File: config.mk
export PLATFORM = sky130hd
export DESIGN_NAME = sbt_blink_timer
export DESIGN_NICKNAME = d
export VERILOG_FILES = /design/src/core/sbt_pkg.sv /design/src/core/sbt_sink_phase.sv /design/src/core/sbt_blink_timer.sv
export SDC_FILE = /design/constraint.sdc
export NUM_CORES = 1
export LEC_CHECK = 0
export BUFFER_PORTS_ARGS = -buffer_cell sky130_fd_sc_hd__buf_2
export CAP_MARGIN = 0
export CORE_UTILIZATION = 31
export CTS_BUF_LIST = sky130_fd_sc_hd__clkbuf_8
export DETAILED_ROUTE_END_ITERATION = 6
export SYNTH_ARGS = -nofsm -noshare
export SYNTH_HDL_FRONTEND = slang
export SYNTH_SLANG_ARGS = --single-unit
export TNS_END_PERCENT = 1
File: constraint.sdc
create_clock -name clk -period 2.4 [get_ports clk]
set_input_delay 0.36 -clock clk [delete_from_list [all_inputs] [get_ports clk]]
set_output_delay 0.36 -clock clk [all_outputs]
set_load 0.01 [all_outputs]
File: src/core/sbt_pkg.sv
// Purpose: Shared constants, types and decoders for the sink blink timer
// Assumes: 200 MHz core clock, 100 ms timebase tick
// Notes: Durations are held in whole ticks so every setting is exact
package sbt_pkg;

  // Register offsets behind the serial control port
  localparam logic [7:0] ADDR_SINK_ENABLE = 8'h10;
  localparam logic [7:0] ADDR_BLINK_TIME = 8'h11;

  // Values after reset
  localparam logic [6:0] RST_SINK_ENABLE = 7'h00;
  localparam logic [7:0] RST_BLINK_TIME = 8'h00;

  // Field positions
  localparam int ON_FIELD_LSB = 6;
  localparam int OFF_FIELD_STRIDE = 2;
  localparam int FIRST_SINK_EN_BIT = 4;
  localparam int SINK_COUNT = 3;
  localparam int ENABLE_WIDTH = 7;

  // Timebase: tick period and the clock rate it is derived from
  localparam int TICK_MS = 100;
  localparam int CLK_MHZ = 200;
  localparam int TICK_CYCLES = TICK_MS * CLK_MHZ * 1000;
  localparam int TICKS_W = 5;

  // Duration settings, in ticks of 100 ms
  localparam logic [4:0] ON_T0 = 5'h02;
  localparam logic [4:0] ON_T1 = 5'h06;
  localparam logic [4:0] ON_T2 = 5'h08;
  localparam logic [4:0] ON_T3 = 5'h0C;
  localparam logic [4:0] OFF_T1 = 5'h06;
  localparam logic [4:0] OFF_T2 = 5'h0C;
  localparam logic [4:0] OFF_T3 = 5'h12;

  // Phase of one sink
  typedef enum logic [2:0] {
    ST_IDLE = 3'b001,
    ST_ON = 3'b010,
    ST_OFF = 3'b100
  } sbt_phase_e;

  // Shared on-time code to ticks
  function automatic logic [4:0] sbt_on_ticks(input logic [1:0] code);
    case (code)
      2'h0: sbt_on_ticks = ON_T0;
      2'h1: sbt_on_ticks = ON_T1;
      2'h2: sbt_on_ticks = ON_T2;
      default: sbt_on_ticks = ON_T3;
    endcase
  endfunction

  // Dark-time code to ticks; zero means dark time disabled
  function automatic logic [4:0] sbt_off_ticks(input logic [1:0] code);
    case (code)
      2'h0: sbt_off_ticks = 5'h00;
      2'h1: sbt_off_ticks = OFF_T1;
      2'h2: sbt_off_ticks = OFF_T2;
      default: sbt_off_ticks = OFF_T3;
    endcase
  endfunction

endpackage

File: src/core/sbt_sink_phase.sv
// Purpose: On/dark phase sequencer for one independent current sink
// Assumes: Enable and durations come from registers in the same clock domain
// Notes: Durations are latched at phase entry; edits act from the next phase, but dark code 00 acts at once
module sbt_sink_phase #(
  parameter int TICK_CYCLES = sbt_pkg::TICK_CYCLES
) (
  // Clock and reset
  input wire logic clk,
  input wire logic rst,
  // Control
  input wire logic en,
  input wire logic [4:0] on_len,
  input wire logic [4:0] off_len,
  // Sink drive
  output logic lit
);

  localparam int PW = $clog2(TICK_CYCLES + 1);

  // Refuse a timebase the prescaler cannot count
  if (TICK_CYCLES < 1) begin : g_bad_tick
    $error("TICK_CYCLES must be at least one");
  end

  sbt_pkg::sbt_phase_e state, next_state;
  logic [PW-1:0] pre, next_pre;
  logic [4:0] tcnt, next_tcnt;
  logic [4:0] len, next_len;
  logic next_lit;
  logic tick;

  // Phase sequencing on the timebase tick
  always_comb begin
    next_state = state;
    next_pre = pre;
    next_tcnt = tcnt;
    next_len = len;
    tick = (pre == PW'(TICK_CYCLES - 1));
    case (state)
      sbt_pkg::ST_IDLE: begin
        if (en) begin
          next_state = sbt_pkg::ST_ON;
          next_pre = '0;
          next_tcnt = '0;
          next_len = on_len;
        end
      end
      sbt_pkg::ST_ON: begin
        if (off_len == 5'h00) begin
          next_pre = '0;
          next_tcnt = '0;
        end else if (tick) begin
          next_pre = '0;
          if (5'(tcnt + 5'h01) >= len) begin
            next_state = sbt_pkg::ST_OFF;
            next_tcnt = '0;
            next_len = off_len;
          end else begin
            next_tcnt = 5'(tcnt + 5'h01);
          end
        end else begin
          next_pre = PW'(pre + 1'b1);
        end
      end
      sbt_pkg::ST_OFF: begin
        if (off_len == 5'h00) begin
          next_state = sbt_pkg::ST_ON;
          next_pre = '0;
          next_tcnt = '0;
          next_len = on_len;
        end else if (tick) begin
          next_pre = '0;
          if (5'(tcnt + 5'h01) >= len) begin
            next_state = sbt_pkg::ST_ON;
            next_tcnt = '0;
            next_len = on_len;
          end else begin
            next_tcnt = 5'(tcnt + 5'h01);
          end
        end else begin
          next_pre = PW'(pre + 1'b1);
        end
      end
      default: begin
        next_state = sbt_pkg::ST_IDLE;
      end
    endcase
    if (!en) begin
      next_state = sbt_pkg::ST_IDLE;
      next_pre = '0;
      next_tcnt = '0;
      next_len = '0;
    end
    next_lit = (next_state == sbt_pkg::ST_ON);
  end

  // Phase registers
  always_ff @(posedge clk) begin
    if (rst) begin
      state <= sbt_pkg::ST_IDLE;
      pre <= '0;
      tcnt <= '0;
      len <= '0;
      lit <= 1'b0;
    end else begin
      state <= next_state;
      pre <= next_pre;
      tcnt <= next_tcnt;
      len <= next_len;
      lit <= next_lit;
    end
  end

  // Cycles spent in the current timed phase, for checking only
  logic [31:0] span;
  always_ff @(posedge clk) begin
    if (rst || state != next_state || (state == sbt_pkg::ST_ON && off_len == 5'h00)) begin
      span <= '0;
    end else begin
      span <= span + 32'h1;
    end
  end

  property p_on_len;
    @(posedge clk) disable iff (rst)
    (state == sbt_pkg::ST_ON && next_state == sbt_pkg::ST_OFF)
      |-> span == 32'(len) * 32'(TICK_CYCLES) - 32'h1;
  endproperty
  a_on_len: assert property (p_on_len) else $error("on phase length wrong");

  property p_off_len;
    @(posedge clk) disable iff (rst)
    (state == sbt_pkg::ST_OFF && next_state == sbt_pkg::ST_ON && off_len != 5'h00)
      |-> span == 32'(len) * 32'(TICK_CYCLES) - 32'h1;
  endproperty
  a_off_len: assert property (p_off_len) else $error("dark phase length wrong");

  property p_steady;
    @(posedge clk) disable iff (rst)
    (state == sbt_pkg::ST_ON && en && off_len == 5'h00) |=> lit ##1 (lit || !$past(en));
  endproperty
  a_steady: assert property (p_steady) else $error("steady sink went dark");

  property p_disable;
    @(posedge clk) disable iff (rst)
    !en |=> (!lit && state == sbt_pkg::ST_IDLE && tcnt == 5'h00);
  endproperty
  a_disable: assert property (p_disable) else $error("disabled sink not cleared");

  property p_restart;
    @(posedge clk) disable iff (rst)
    $rose(en) |=> (lit && state == sbt_pkg::ST_ON && pre == '0);
  endproperty
  a_restart: assert property (p_restart) else $error("enable did not start on phase");

  c_blink_off: cover property (@(posedge clk) disable iff (rst)
    state == sbt_pkg::ST_ON ##1 state == sbt_pkg::ST_OFF);
  c_blink_on: cover property (@(posedge clk) disable iff (rst)
    state == sbt_pkg::ST_OFF ##1 state == sbt_pkg::ST_ON);
  c_steady: cover property (@(posedge clk) disable iff (rst)
    (state == sbt_pkg::ST_ON && off_len == 5'h00) [*4]);

endmodule

File: src/core/sbt_blink_timer.sv
// Purpose: Blink timer for independent current sinks 5, 6 and 7
// Assumes: Register port is the decoded side of the serial control interface
// Notes: Sinks 1 to 4 keep their enable bits here but are timed elsewhere
//
// Summary of operation
// - Bits 7:6 pick the shared on time: 0.2, 0.6, 0.8, 1.2 s.
// - Enabled sink with dark time set lights for the on time, then goes dark.
// - Enabled sink with dark code 00 stays lit without blinking.
// - With dark time set, stay dark that long, relight for on time, repeat.
// - Sink 7 dark time in bits 5:4: off, 0.6, 1.2, 1.8 s.
// - Sink 6 dark time in bits 3:2, same four codes.
// - Sink 5 dark time in bits 1:0, same four codes.
// - Sinks enabled in one write start their sequences together.
// - Enable register holds one bit per sink, bit 6 sink 7 to bit 0 sink 1.
module sbt_blink_timer #(
  parameter int TICK_CYCLES = sbt_pkg::TICK_CYCLES
) (
  // Clock and reset
  input wire logic clk,
  input wire logic rst,
  // Register port
  input wire logic reg_wr,
  input wire logic reg_rd,
  input wire logic [7:0] reg_addr,
  input wire logic [7:0] reg_wdata,
  output logic [7:0] reg_rdata,
  // Sink drive, bit 0 is sink 5
  output logic [2:0] sink_lit
);

  // Refuse a timebase too short to sequence
  if (TICK_CYCLES < 1) begin : g_bad_tick
    $error("TICK_CYCLES must be at least one");
  end

  logic [6:0] sink_enable_register, next_sink_enable_register;
  logic [7:0] blink_time_upper_sinks, next_blink_time_upper_sinks;
  logic [7:0] next_reg_rdata;
  logic [4:0] shared_on_duration;
  logic [4:0] sink_dark_duration [sbt_pkg::SINK_COUNT];
  logic [2:0] sink_enable_bit;

  // Register writes and registered read data
  always_comb begin
    next_sink_enable_register = sink_enable_register;
    next_blink_time_upper_sinks = blink_time_upper_sinks;
    next_reg_rdata = reg_rdata;
    if (reg_wr && reg_addr == sbt_pkg::ADDR_SINK_ENABLE) begin
      next_sink_enable_register = reg_wdata[6:0];
    end
    if (reg_wr && reg_addr == sbt_pkg::ADDR_BLINK_TIME) begin
      next_blink_time_upper_sinks = reg_wdata;
    end
    if (reg_rd) begin
      case (reg_addr)
        sbt_pkg::ADDR_SINK_ENABLE: next_reg_rdata = {1'b0, sink_enable_register};
        sbt_pkg::ADDR_BLINK_TIME: next_reg_rdata = blink_time_upper_sinks;
        default: next_reg_rdata = 8'h00;
      endcase
    end
  end

  always_ff @(posedge clk) begin
    if (rst) begin
      sink_enable_register <= sbt_pkg::RST_SINK_ENABLE;
      blink_time_upper_sinks <= sbt_pkg::RST_BLINK_TIME;
      reg_rdata <= 8'h00;
    end else begin
      sink_enable_register <= next_sink_enable_register;
      blink_time_upper_sinks <= next_blink_time_upper_sinks;
      reg_rdata <= next_reg_rdata;
    end
  end

  // Shared on time decode
  assign shared_on_duration = sbt_pkg::sbt_on_ticks(
    blink_time_upper_sinks[sbt_pkg::ON_FIELD_LSB +: 2]);

  // One sequencer per sink: sink 5 at index 0 up to sink 7 at index 2
  for (genvar i = 0; i < sbt_pkg::SINK_COUNT; i++) begin : g_sink
    logic [1:0] dark_code;
    // Dark-time field of this sink and its length in ticks
    assign dark_code = blink_time_upper_sinks[i * sbt_pkg::OFF_FIELD_STRIDE +: 2];
    assign sink_dark_duration[i] = sbt_pkg::sbt_off_ticks(dark_code);
    assign sink_enable_bit[i] = sink_enable_register[sbt_pkg::FIRST_SINK_EN_BIT + i];
    sbt_sink_phase #(
      .TICK_CYCLES(TICK_CYCLES)
    ) u_phase (
      .clk(clk),
      .rst(rst),
      .en(sink_enable_bit[i]),
      .on_len(shared_on_duration),
      .off_len(sink_dark_duration[i]),
      .lit(sink_lit[i])
    );

    // Dark code 00 keeps an enabled sink lit
    property p_steady_lit;
      @(posedge clk) disable iff (rst)
      (sink_enable_bit[i] && dark_code == 2'h0) |=> sink_lit[i];
    endproperty
    a_steady_lit: assert property (p_steady_lit) else $error("untimed sink dark");

    // A cleared enable darkens the sink on the next edge
    property p_cleared_dark;
      @(posedge clk) disable iff (rst)
      !sink_enable_bit[i] |=> !sink_lit[i];
    endproperty
    a_cleared_dark: assert property (p_cleared_dark) else $error("sink still lit");

    // A sink dark while enabled must be in a timed dark phase
    property p_timed_dark;
      @(posedge clk) disable iff (rst)
      (sink_enable_bit[i] && $past(sink_enable_bit[i]) && !sink_lit[i])
        |-> $past(dark_code) != 2'h0;
    endproperty
    a_timed_dark: assert property (p_timed_dark) else $error("untimed dark phase");

    // The sink lights only after its enable was set
    property p_lit_enabled;
      @(posedge clk) disable iff (rst)
      $rose(sink_lit[i]) |-> $past(sink_enable_bit[i]);
    endproperty
    a_lit_enabled: assert property (p_lit_enabled) else $error("lit while disabled");
  end

  property p_enable_write;
    @(posedge clk) disable iff (rst)
    (reg_wr && reg_addr == sbt_pkg::ADDR_SINK_ENABLE)
      |=> sink_enable_register == $past(reg_wdata[6:0]);
  endproperty
  a_enable_write: assert property (p_enable_write) else $error("enable write lost");

  property p_same_start;
    @(posedge clk) disable iff (rst)
    ($rose(sink_enable_bit[0]) && $rose(sink_enable_bit[2]))
      |=> (sink_lit[0] && sink_lit[2]);
  endproperty
  a_same_start: assert property (p_same_start) else $error("sinks did not start together");

  property p_time_read;
    @(posedge clk) disable iff (rst)
    (reg_rd && reg_addr == sbt_pkg::ADDR_BLINK_TIME)
      |=> reg_rdata == $past(blink_time_upper_sinks);
  endproperty
  a_time_read: assert property (p_time_read) else $error("timing readback wrong");

  // Reset clears both registers, the read data and every sink
  property p_reset_clear;
    @(posedge clk)
    rst |=> (sink_lit == 3'h0 && reg_rdata == 8'h00
      && sink_enable_register == sbt_pkg::RST_SINK_ENABLE
      && blink_time_upper_sinks == sbt_pkg::RST_BLINK_TIME);
  endproperty
  a_reset_clear: assert property (p_reset_clear) else $error("reset state wrong");

  // Enable readback carries a zero in the top bit
  property p_enable_read;
    @(posedge clk) disable iff (rst)
    (reg_rd && reg_addr == sbt_pkg::ADDR_SINK_ENABLE)
      |=> reg_rdata == {1'b0, $past(sink_enable_register)};
  endproperty
  a_enable_read: assert property (p_enable_read) else $error("enable readback wrong");

  // Reads of unmapped offsets return zero
  property p_unmapped_read;
    @(posedge clk) disable iff (rst)
    (reg_rd && reg_addr != sbt_pkg::ADDR_SINK_ENABLE
      && reg_addr != sbt_pkg::ADDR_BLINK_TIME) |=> reg_rdata == 8'h00;
  endproperty
  a_unmapped_read: assert property (p_unmapped_read) else $error("stray read data");

  // Read data stands until the next read strobe
  property p_rdata_hold;
    @(posedge clk) disable iff (rst)
    !reg_rd |=> $stable(reg_rdata);
  endproperty
  a_rdata_hold: assert property (p_rdata_hold) else $error("read data drifted");

  // A timing write lands whole in the timing register
  property p_timing_write;
    @(posedge clk) disable iff (rst)
    (reg_wr && reg_addr == sbt_pkg::ADDR_BLINK_TIME)
      |=> blink_time_upper_sinks == $past(reg_wdata);
  endproperty
  a_timing_write: assert property (p_timing_write) else $error("timing write lost");

  // Writes to unmapped offsets change neither register
  property p_unmapped_write;
    @(posedge clk) disable iff (rst)
    (reg_wr && reg_addr != sbt_pkg::ADDR_SINK_ENABLE
      && reg_addr != sbt_pkg::ADDR_BLINK_TIME)
      |=> ($stable(sink_enable_register) && $stable(blink_time_upper_sinks));
  endproperty
  a_unmapped_write: assert property (p_unmapped_write) else $error("stray write");

  // Without a write strobe both registers hold
  property p_quiet_hold;
    @(posedge clk) disable iff (rst)
    !reg_wr |=> ($stable(sink_enable_register) && $stable(blink_time_upper_sinks));
  endproperty
  a_quiet_hold: assert property (p_quiet_hold) else $error("register changed unasked");

  // Sinks 5 and 6 enabled together light together as well
  property p_pair_start;
    @(posedge clk) disable iff (rst)
    ($rose(sink_enable_bit[0]) && $rose(sink_enable_bit[1]))
      |=> (sink_lit[0] && sink_lit[1]);
  endproperty
  a_pair_start: assert property (p_pair_start) else $error("sinks 5 and 6 apart");

  c_group_start: cover property (@(posedge clk) disable iff (rst)
    $rose(sink_enable_bit[0]) && $rose(sink_enable_bit[1]) && $rose(sink_enable_bit[2]));
  c_time_write: cover property (@(posedge clk) disable iff (rst)
    reg_wr && reg_addr == sbt_pkg::ADDR_BLINK_TIME && reg_wdata[5:4] != 2'h0);

endmodule

==> results.sh, run 1 <==
export IMPL_die_area_um2=23900
export IMPL_timing_final_crit_share_pct=97.8
export IMPL_io_buffers=30
export IMPL_cp_end_kind="register"
export IMPL_grt_pass1_wl_um=28500
export IMPL_grt_antenna_before_repair=1
export IMPL_chipWidth_um=155
export IMPL_drv_cap=0
export IMPL_grt_usage_pct=14.4
export IMPL_wl_um=16500
export IMPL_clockRootBuffer="clkbuf_8"
export IMPL_hp_class="in2reg"
export IMPL_synth_top_flop_cell="dfxtp_1"
export IMPL_rsz0062_at_grt="true"
export IMPL_synth_cell_types=71
export IMPL_avgSynthCellArea_um2=8.24
export IMPL_tns_ns=0
export IMPL_vias_per_cell=4.99
export IMPL_setup_viol=0
export IMPL_clk_pin_slew_ns=0.08
export IMPL_critPathLaunch="g_sink[2].u_phase.tcnt[1]"
export IMPL_grt_max_degree=21
export IMPL_dpl_worst_slack_ns=-0.0448
export IMPL_worstPathMaxFanout=5
export IMPL_hpwl_um=12000
export IMPL_drc=0
export IMPL_dr_pass1_iters=5
export IMPL_numCtsBuffers=17
export IMPL_core_area_um2=22800
export IMPL_r2r_start="g_sink[2].u_phase.tcnt[1]"
export IMPL_yosys_warnings=0
export IMPL_dr_first_iter_drc_count=343
export IMPL_r2r_slack_ns=0.05
export IMPL_skew_ns=0.0143
export IMPL_place_gp_congestion=0.826
export IMPL_vias=6309
export IMPL_worstPathRequired_ns=2.74
export IMPL_hold_buffers=0
export IMPL_utilization_pct=37.0
export IMPL_htree_levels=4
export IMPL_critPathCapture="g_sink[2].u_phase.state[2]"
export IMPL_fmax_mhz=426
export IMPL_first_global_vias=6015
export IMPL_ys_ff_latch=137
export IMPL_fin_ws_ns=0.0518
export IMPL_cp_arrival_ns=2.68
export IMPL_clkLatencyLatePin_ns=0.44
export IMPL_gr_total_overflow=0
export IMPL_clock_sinks=137
export IMPL_finish_instance_area_um2=8420
export IMPL_placed_cell_area_um2=7960
export IMPL_synthesis_nets=928
export IMPL_slew_viol_final=0
export IMPL_cts_tree="built"
export IMPL_syn_cell_area_um2=7230
export IMPL_r2r_end="g_sink[2].u_phase.state[2]"
export IMPL_relSlewSlack_pct=58.5
export IMPL_start_util_pct=31.7
export IMPL_hold_violations=0
export IMPL_synthCells=878
export IMPL_powerDensity_nw_per_um2=493
export IMPL_syn2layout_area_growth_pct=16.5
export IMPL_tightest_slew_ns=0.621
export IMPL_drive_gt1_share_pct=15.4
export IMPL_fp_row_count=55
export IMPL_r2r_cells=9
export IMPL_crit_path_start_kind="register"
export IMPL_criticalPathCategory="reg2reg"
export IMPL_nNetsFinal=989
export IMPL_status="finished clean"
export IMPL_ys_async_sr_fraction_pct=0
export IMPL_max_stage_delay_ns=0.46
export IMPL_io_pins=31
export IMPL_worst_ir_drop_vdd_uv=304
export IMPL_finalCriticalPeriod_ns=2.35
export IMPL_whs_ns=0.183
export IMPL_synth_seq_area_share_pct=37.9
export IMPL_path_cells="ha_2 -> inv_1 -> ha_1 -> a21boi_2 -> o21ai_2 -> a21oi_2 -> nor3_2 -> or3b_2 -> a2111oi_2"
export IMPL_clockBufferDepth=2
export IMPL_synth_edf_count=0
export IMPL_wl_per_cell_um=13.1
export IMPL_p_leak_nw=2.86
export IMPL_ant_nets=0
export IMPL_cp_slowest_cell="or3b_2"
export IMPL_die_h_um=155
==> per-stage QoR <==
| step | power [mW] | cells |
|---|---|---|
| floorplan | 2.36 | 878 |
| global placement | 2.39 | 1232 |
| detailed placement | 2.39 | 1232 |
| CTS | 4.23 | 1264 |
| global route | 4.33 | 1265 |
| finish | 4.16 | 1265 |
==> cell families (layout without fill, tap and decap cells) <==
| group | after synthesis | in the layout | share of synthesized area, % |
|---|---|---|---|
| other | 0 | 1 | 0 |
| DFF | 137 | 137 | 37.9 |
| and+or+nand+nor | 398 | 398 | 28.7 |
| xor gates and xnor gates | 57 | 57 | 6.90 |
| adders and majority gates | 30 | 30 | 5.19 |
| AOI/OAI and AO/OA | 174 | 174 | 15.4 |
| muxes | 15 | 15 | 2.09 |
| buffers and inverters | 67 | 140 | 3.86 |
==> cell usage in the layout, fill, tap and decap left out, types with 5 or more instances in the layout <==
master    Yosys  routed
nor2_1      103     103
nor4_1        7       6
and3_1       16      15
nand4_1      22      22
nand3_1      63      63
o21ai_0      30      29
inv_1        32      32
or4_1         5       5
nand2_1      73      73
nor3b_1       6       6
mux2i_1      14      14
buf_2        10      30
a21oi_1      59      57
nand2b_1     11      11
ha_1         30      27
and2_1        9       9
buf_4         4      47
nor4b_1      10      10
a31oi_1       9       9
o31ai_1       9       9
dfxtp_1     137     136
a22oi_1       8       8
nor2b_1      12      12
or3_1        11      11
and4_1        7       7
xnor2_1      24      23
xor2_1       33      33
nor3_1       20      18
clkbuf_8      0      18
a211oi_1     18      17
==> critical path, delay by kind of cell (launching register included) <==
kind / cells / cell delay [ns]
AND/OR/NAND/NOR: 2 / 0.55
AO/OA/AOI/OAI: 4 / 0.70
flip-flops: 1 / 0.33
buffers and inverters: 1 / 0.04
adder cells (fa/ha/maj): 2 / 0.61
==> report_power, final <==
| group | switching, mW | leakage (nW) | internal [mW] |
|---|---|---|---|
| Combinational | 0.0356 | 1.57 | 0.0244 |
| Clock | 0.961 | 0.188 | 0.854 |
| Sequential | 0.00386 | 1.10 | 2.28 |
==> cell type report <==
class | instances | area [um^2]
multi-input cells | 674 | 4290
flip-flops and latches | 137 | 2740
clock inverters | 13 | 120
diodes | 1 | 2.50
inverters | 32 | 120
clock buffers | 18 | 248
well taps | 313 | 392
fillers | 2337 | 14400
repair buffers | 77 | 503
==> sequential cells by signal, indices dropped and copies added, names as in the netlist <==
register and cells:
blink_time_upper_sinks 8, g_sink.u_phase.len 12, g_sink.u_phase.lit 3, g_sink.u_phase.pre 75, g_sink.u_phase.state 9, g_sink.u_phase.tcnt 15, reg_rdata 8, sink_enable_register 7
==> worst min-delay path by stage <==
stage	slack, ns	start	endpoint	depth (start not counted)
finish	0.18	reg_wdata[3]	blink_time_upper_sinks[3]	3
global route	0.17	reg_wdata[3]	blink_time_upper_sinks[3]	3
CTS	0.15	reg_wdata[3]	blink_time_upper_sinks[3]	3
detailed placement	0.45	sink_enable_register[0]	sink_enable_register[0]	2
global placement	0.44	sink_enable_register[1]	sink_enable_register[1]	2
floorplan	0.43	g_sink[0].u_phase.pre[21]	g_sink[0].u_phase.pre[21]	1
==> Yosys cell counts, types with 8 or more instances <==
cell	count	area, um^2
or3_1	11	68.8
nand2b_1	11	68.8
xnor2_1	24	210
mux2i_1	14	140
nand3_1	63	315
a211oi_1	18	135
a31oi_1	9	56.3
ha_1	30	375
nor3_1	20	100
and2_1	9	56.3
and3_1	16	100
a21oi_1	59	295
a22oi_1	8	60.1
o21ai_0	30	150
nand4_1	22	138
o31ai_1	9	67.6
inv_1	32	120
nor2b_1	12	75.1
buf_2	10	50.1
clkbuf_1	19	71.3
xor2_1	33	289
nor4b_1	10	87.6
nand2_1	73	274
dfxtp_1	137	2740
nor2_1	103	387
==> layer usage <==
metal,part of all wire (%),vias up,global-route usage (%)
li1,-,3276,-
met1,52,2942,19.9
met2,44,78,22.7
met3,3.2,13,3.14
met4,1.1,0,3.72
met5,0,-,0
==> what timing repair did <==
| action | 4_1_cts | 5_1_grt |
|---|---|---|
| setup buffers | 1 | 0 |
| resized for setup | 5 | 18 |
| setup endpoints to repair | 1 | 31 |
| pin swaps | 1 | 2 |
(Power assumes the default switching activity.)
==> run 2, diff against run 1 <==
--- a/config.mk
+++ b/config.mk
@@ -5,9 +5,10 @@
 export SDC_FILE = /design/constraint.sdc
 export NUM_CORES = 1
 export LEC_CHECK = 0
+export ABC_AREA = 1
 export BUFFER_PORTS_ARGS = -buffer_cell sky130_fd_sc_hd__buf_2
 export CAP_MARGIN = 0
-export CORE_UTILIZATION = 31
+export CORE_UTILIZATION = 45
 export CTS_BUF_LIST = sky130_fd_sc_hd__clkbuf_8
 export DETAILED_ROUTE_END_ITERATION = 6
 export SYNTH_ARGS = -nofsm -noshare
==> run 2 against run 1 <==
  * Non-clock buffer count down 38
  * Clock-buffer cell count down 1
  * Routed wire length down 3.9%
  * Clock power up 14%
  * Clock skew about the same
  * Flip-flop and latch count unchanged
  * Final cell count up 3.6%
  * Via count up 1.1%
  * Design area down 2.5%
  * Worst setup slack better by 0.11 ns
  * Sequential share of layout area up 0.86 points
  * Largest cell class unchanged
==> results.sh, run 2 <==
export IMPL_p_leak_nw=3.31
export IMPL_largest_register="g_sink.u_phase.pre"
export IMPL_fp_row_count=46
export IMPL_tightest_slew_ns=0.587
export IMPL_io_pins=31
export IMPL_yosys_area_share_adder_pct=5.10
export IMPL_place_gp_congestion=0.842
export IMPL_antenna_cells=0
export IMPL_yosysTopAreaCell="dfxtp_1"
export IMPL_largest_reg_flops=75
export IMPL_power_internal_mw=3.44
export IMPL_p_switching_mw=0.984
export IMPL_fillers=1611
export IMPL_relSlewSlack_pct=60.8
export IMPL_avgSynthCellArea_um2=7.07
export IMPL_hold_end="sink_enable_register[0]"
export IMPL_hp_class="in2reg"
export IMPL_synth_edf_count=0
export IMPL_wl_um=15900
export IMPL_powerDensity_nw_per_um2=539
export IMPL_setup_viol=0
export IMPL_dp_cells=1278
export IMPL_rsz0062_at_grt="false"
export IMPL_skew_ns=0.0143
export IMPL_htree_levels=4
export IMPL_vias=6380
export IMPL_ys_ff_latch=137
export IMPL_yosys_warnings=0
export IMPL_wl_per_cell_um=12.1
export IMPL_die_area_um2=16900
export IMPL_yosysMostFrequentCell="nand2_1"
export IMPL_hold_depth=3
export IMPL_grt_pass1_wl_um=26500
export IMPL_criticalPathCategory="reg2reg"
export IMPL_synth_compound_area_share_pct=12.0
export IMPL_syn_cell_area_um2=7360
export IMPL_synth_mux_area_share_pct=0
export IMPL_synth_cell_types=44
export IMPL_synth_top_cell_area_share_pct=37.3
export IMPL_clock_sinks=137
export IMPL_grt_max_degree=24
export IMPL_dr_first_iter_drc_count=306
export IMPL_synth_seq_area_share_pct=37.3
export IMPL_r2r_start="g_sink[2].u_phase.tcnt[0]"
export IMPL_start_util_pct=46.2
export IMPL_nNetsFinal=1132
export IMPL_final_common_cell="nand2_1"
export IMPL_top_regs="g_sink.u_phase.pre: 75 flops, g_sink.u_phase.tcnt: 15 flops, g_sink.u_phase.len: 12 flops"
export IMPL_drc=0
export IMPL_synth_top_flop_cell="dfxtp_1"
export IMPL_hpwl_um=11900
export IMPL_worstPathRequired_ns=2.74
export IMPL_core_area_um2=15900
export IMPL_gr_total_overflow=0
export IMPL_p_sw_share_pct=22.3
export IMPL_drive_gt1_share_pct=11.8
export IMPL_slew_viol_final=0
export IMPL_r2r_slack_ns=0.16
export IMPL_synthCells=1041
export IMPL_wl_met2_um=6900
export IMPL_synthTopCellsByCount="202 x nand2_1, 146 x nor2_1, 145 x inv_1"
export IMPL_cp_end_kind="register"
export IMPL_tns_ns=0
export IMPL_crit_path_start_kind="register"
export IMPL_syn2layout_area_growth_pct=11.6
export IMPL_worstHoldStart="reg_wdata[0]"
export IMPL_clockRootBuffer="clkbuf_8"
export IMPL_cts_tree="built"
export IMPL_final_cell_mix="197 x nand2_1, 146 x nor2_1, 145 x inv_1"
export IMPL_synthesis_nets=1091
export IMPL_clk_pin_slew_ns=0.08
export IMPL_dr_pass1_iters=5
export IMPL_pwr_share_seq_pct=51.6
export IMPL_grt_usage_pct=19.9
export IMPL_r2r_end="g_sink[2].u_phase.state[1]"
export IMPL_timing_final_crit_share_pct=93.3
export IMPL_hold_buffers=0
export IMPL_clkLatencyLatePin_ns=0.46
export IMPL_pwr_share_clk_pct=46.9
export IMPL_r2r_cells=14
export IMPL_synth_simple_area_share_pct=32.0
export IMPL_ys_async_sr_fraction_pct=0
export IMPL_final_cells=1311
export IMPL_clockBufferDepth=2
export IMPL_synth_area_leaders="dfxtp_1 37%, nand2_1 10%, nor2_1 7.4%"
export IMPL_worst_ir_drop_vdd_uv=358
export IMPL_fin_ws_ns=0.161
export IMPL_grt_antenna_before_repair=0
export IMPL_drt_met1_wl_um=8290
export IMPL_first_global_vias=5720
export IMPL_synth_xor_area_share_pct=4.40
export IMPL_finish_instance_area_um2=8210
export IMPL_drv_cap=0
export IMPL_worstPathMaxFanout=5
export IMPL_status="finished clean"
export IMPL_finalCriticalPeriod_ns=2.24
export IMPL_synth_top_family_by_area="simple AND/OR/NAND/NOR gates"
export IMPL_ant_nets=0
export IMPL_dpl_worst_slack_ns=0.105
export IMPL_cp_arrival_ns=2.58
export IMPL_top_layer="met4"
export IMPL_whs_ns=0.142
export IMPL_fmax_mhz=447
export IMPL_chipWidth_um=130
export IMPL_placed_cell_area_um2=7720
export IMPL_utilization_pct=51.5
export IMPL_die_h_um=130
export IMPL_critPathLaunch="g_sink[2].u_phase.tcnt[0]"
export IMPL_wl_met3_um=532
export IMPL_hold_violations=0
export IMPL_io_buffers=30
export IMPL_power_mw=4.42
export IMPL_numCtsBuffers=17
export IMPL_vias_per_cell=4.87
export IMPL_combPwrFrac_pct=1.4
-- run 2: cell count changes in the layout (fill, tap and decap cells not counted), sizes merged, moves of 18 or more --
cell / delta
a21oi: +19
o21ai: +18
nor2: +57
inv: +111
nand2: +140
buf: -38
-- run 2: per-layer routing --
layer  vias up  global-route usage [%]
met2        75                    30.9
met1      2845                    27.0
li1       3448                       -
met5         -                       0
met4         0                    6.36
met3        12                    5.13
-- run 2: worst max-delay path by stage --
stage,endpoint
floorplan,g_sink[2].u_phase.len[1]
global placement,g_sink[2].u_phase.len[4]
detailed placement,g_sink[2].u_phase.len[1]
CTS,g_sink[2].u_phase.len[1]
global route,g_sink[0].u_phase.lit
finish,g_sink[2].u_phase.state[1]
-- run 2: cell families after synthesis --
family,Yosys count
and+or+nand+nor,515
buffers and inverters,166
AOI/OAI and AO/OA,156
DFF,137
xor gates and xnor gates,37
adders and majority gates,30
-- run 2: what timing repair did --
item	CTS	global route
gates resized for setup	0	11
hold endpoints to repair	0	0
setup endpoints to repair	0	13
setup buffers	0	1
-- run 2: final cells by class --
type	count	area (um^2)	share of cell area, %
clock buffers	17	234	2.85
flip-flops and latches	137	2750	33.4
inverters	149	563	6.86
repair buffers	39	218	2.65
multi-input cells	738	3980	48.4
well taps	216	270	3.29
clock inverters	15	203	2.47
-- run 2: worst max-delay path: stages, from the launching register on --
cell and delay, ns:
dfxtp_1 0.32, ha_1 0.22, nand3_1 0.10, xor2_1 0.14, inv_1 0.08, ha_1 0.30
nand2_1 0.06, nor2_1 0.12, nand2_2 0.10, nand2_1 0.12, nand4_1 0.14, nand2_2 0.16
nand2_1 0.06, o21bai_1 0.16, inv_1 0.05
-- run 2: power by group through the flow --
stage	Combinational, mW	Clock [mW]	Sequential, mW
4_1_cts	0.0643	2.13	2.28
3_5_place_dp	0.0642	0	2.34
2_1_floorplan	0.0263	0	2.34
6_report	0.0638	2.07	2.28
3_3_place_gp	0.0642	0	2.34
5_1_grt	0.0717	2.23	2.28
==> run 3, diff against run 2 <==
--- a/config.mk
+++ b/config.mk
@@ -13,5 +13,6 @@
 export DETAILED_ROUTE_END_ITERATION = 6
 export SYNTH_ARGS = -nofsm -noshare
 export SYNTH_HDL_FRONTEND = slang
+export SYNTH_HIERARCHICAL = 1
 export SYNTH_SLANG_ARGS = --single-unit
 export TNS_END_PERCENT = 1
==> run 3 against run 2 <==
  * Sequential share of layout area fell by 3.4 points
  * Combinational power rose by 76%
  * Final cell count up 24%
  * First-iteration DRC count increased by 17%
  * Flip-flop and latch count rose by 3
  * Synthesized area rose by 16%
  * Clock-buffer cell count grew 2
  * Largest cell class unchanged
  * Largest power group unchanged
==> results.sh, run 3 <==
export IMPL_antenna_cells=0
export IMPL_yosysMostFrequentCell="nand2_1"
export IMPL_whs_ns=0.150
export IMPL_synth_top_cell_area_share_pct=32.8
export IMPL_rsz0062_at_grt="true"
export IMPL_die_h_um=140
export IMPL_hp_class="in2reg"
export IMPL_fmax_mhz=461
export IMPL_start_util_pct=45.9
export IMPL_largest_register="g_sink.u_phase/pre"
export IMPL_grt_antenna_before_repair=0
export IMPL_slew_viol_final=0
export IMPL_p_leak_nw=4.18
export IMPL_clkLatencyLatePin_ns=0.44
export IMPL_core_area_um2=18600
export IMPL_multi_input_area_um2=4890
export IMPL_numCtsBuffers=17
export IMPL_status="finished clean"
export IMPL_finalCriticalPeriod_ns=2.17
export IMPL_top_regs="g_sink.u_phase/pre: 75 flops, g_sink.u_phase/len: 15 flops, g_sink.u_phase/tcnt: 15 flops"
export IMPL_syn_cell_area_um2=8550
export IMPL_dr_pass1_iters=6
export IMPL_cp_arrival_ns=2.54
export IMPL_timing_final_crit_share_pct=90.4
export IMPL_vias_per_cell=4.80
export IMPL_synth_seq_area_share_pct=32.8
export IMPL_clockRootBuffer="clkbuf_8"
export IMPL_synth_cell_types=32
export IMPL_clk_pin_slew_ns=0.07
export IMPL_drv_cap=0
export IMPL_dr_first_iter_drc_count=358
export IMPL_ys_async_sr_fraction_pct=0
export IMPL_cts_tree="built"
export IMPL_clockBufferDepth=2
export IMPL_hpwl_um=14000
export IMPL_worstPathMaxFanout=6
export IMPL_worst_ir_drop_vdd_uv=324
export IMPL_dpl_worst_slack_ns=0.0717
export IMPL_synthCells=1335
export IMPL_drc=0
export IMPL_nNetsFinal=1435
export IMPL_synth_edf_count=0
export IMPL_clock_sinks=140
export IMPL_first_global_vias=7170
export IMPL_ant_nets=0
export IMPL_chipWidth_um=140
export IMPL_htree_levels=4
export IMPL_final_cell_mix="292 x nand2_1, 235 x nor2_1, 205 x inv_1"
export IMPL_gr_total_overflow=0
export IMPL_yosys_warnings=6
export IMPL_grt_usage_pct=20.0
export IMPL_io_buffers=30
export IMPL_ff_latch_area_um2=2810
export IMPL_r2r_cells=15
export IMPL_drive_gt1_share_pct=10.9
export IMPL_place_gp_congestion=0.860
export IMPL_synthTopCellsByCount="296 x nand2_1, 239 x nor2_1, 203 x inv_1"
export IMPL_yosysTopAreaCell="dfxtp_1"
export IMPL_synth_area_leaders="dfxtp_1 33%, nand2_1 13%, nor2_1 10%"
export IMPL_wl_um=18500
export IMPL_vias=7820
export IMPL_die_area_um2=19600
export IMPL_cp_end_kind="register"
export IMPL_ys_ff_latch=140
export IMPL_setup_viol=0
export IMPL_fin_ws_ns=0.231
export IMPL_syn2layout_area_growth_pct=9.42
export IMPL_io_pins=31
export IMPL_hold_violations=0
export IMPL_synth_top_flop_cell="dfxtp_1"
export IMPL_fillers=1979
export IMPL_powerDensity_nw_per_um2=432
export IMPL_fp_row_count=50
export IMPL_hold_depth=3
export IMPL_tns_ns=0
export IMPL_crit_path_start_kind="register"
export IMPL_worstPathRequired_ns=2.77
export IMPL_avgSynthCellArea_um2=6.41
export IMPL_largest_reg_flops=75
export IMPL_skew_ns=0.0168
export IMPL_criticalPathCategory="reg2reg"
export IMPL_grt_max_degree=19
export IMPL_grt_pass1_wl_um=32500
export IMPL_final_common_cell="nand2_1"
export IMPL_wl_per_cell_um=11.3
==> run 3: cell types whose count changed in the layout (fill, tap and decap cells not counted), moves of 8 or more <==
cell and change:
inv_1 +60, nor2_4 +8, nand2_2 +9, nand2_4 +8, conb_1 +9, nor2_2 +9
nand3_1 +47, nand2_1 +95, nand4_1 +19, nor3_1 +11, nor2_1 +89, o21ai_0 -22
a21oi_1 -14
==> run 3: critical path, stage by stage (launching register included) <==
cell     delay (ns)
dfxtp_2        0.34
ha_1           0.22
nand3_1        0.10
xor2_1         0.15
inv_1          0.08
ha_1           0.30
nand2_1        0.07
nor2_1         0.10
nand2_1        0.06
nand3_2        0.11
nand2_2        0.08
nand2_2        0.13
nand2_2        0.08
nor2_4         0.12
nor2_1         0.05
nor2_1         0.10
==> run 3: cells by family (layout without fill, tap and decap cells) <==
| family | Yosys count | count (layout) | share of synthesized area (%) |
|---|---|---|---|
| AOI/OAI and AO/OA | 103 | 103 | 6.25 |
| xor gates and xnor gates | 33 | 33 | 3.38 |
| adders and majority gates | 30 | 30 | 4.39 |
| buffers and inverters | 233 | 284 | 10.8 |
| DFF | 140 | 140 | 32.8 |
| other | 1 | 9 | 0.0439 |
| and+or+nand+nor | 795 | 795 | 42.3 |
==> run 3: layout make-up <==
cell class | count | share of cell area [%]
Inverter | 212 | 8.50
Clock inverter | 9 | 0.575
Clock buffer | 19 | 2.79
Timing Repair Buffer | 44 | 2.73
Tap cell | 234 | 3.13
Sequential cell | 140 | 30.0
Multi-Input combinational cell | 970 | 52.2
==> run 3: final timing paths <==
path,end,from,slack [ns]
setup / recovery,g_sink[1].u_phase/len[2],g_sink[1].u_phase/tcnt[0],0.23
hold / removal,blink_time_upper_sinks[7],reg_wdata[7],0.15
setup reg to reg,g_sink[1].u_phase/len[2],g_sink[1].u_phase/tcnt[0],0.23
hold reg to reg,g_sink[1].u_phase/pre[11],g_sink[1].u_phase/pre[11],0.46
==> run 3: timing repair <==
action | in CTS | in global routing
buffers inserted | 0 | 0
resized for setup | 0 | 17
hold buffers | 0 | 0
endpoints found under the setup margin | 0 | 30
==> run 3: power by group <==
part | internal, mW | switching (mW) | leakage (nW)
combinational | 0.0415 | 0.0707 | 2.89
clock | 0.732 | 0.867 | 0.164
sequential | 2.33 | 0.00380 | 1.13
==> run 3: per-stage QoR <==
stage	power, mW	cells	instance area, um^2	util, %
2_1_floorplan	2.46	1343	8580	-
3_3_place_gp	2.50	1600	9000	48.3
3_5_place_dp	2.50	1600	9000	48.3
4_1_cts	4.12	1628	9310	50.0
5_1_grt	4.21	1628	9360	50.2
6_report	4.04	1628	9360	50.2
==> run 3: metal layers <==
| metal | global-route usage (%) | part of all wire (%) | vias up |
|---|---|---|---|
| met4 | 4.68 | 0.64 | 0 |
| met1 | 27.2 | 52 | 3440 |
| met2 | 32.6 | 45 | 84 |
| met3 | 3.65 | 2.6 | 9 |
| li1 | - | - | 4287 |
| met5 | 0 | 0 | - |
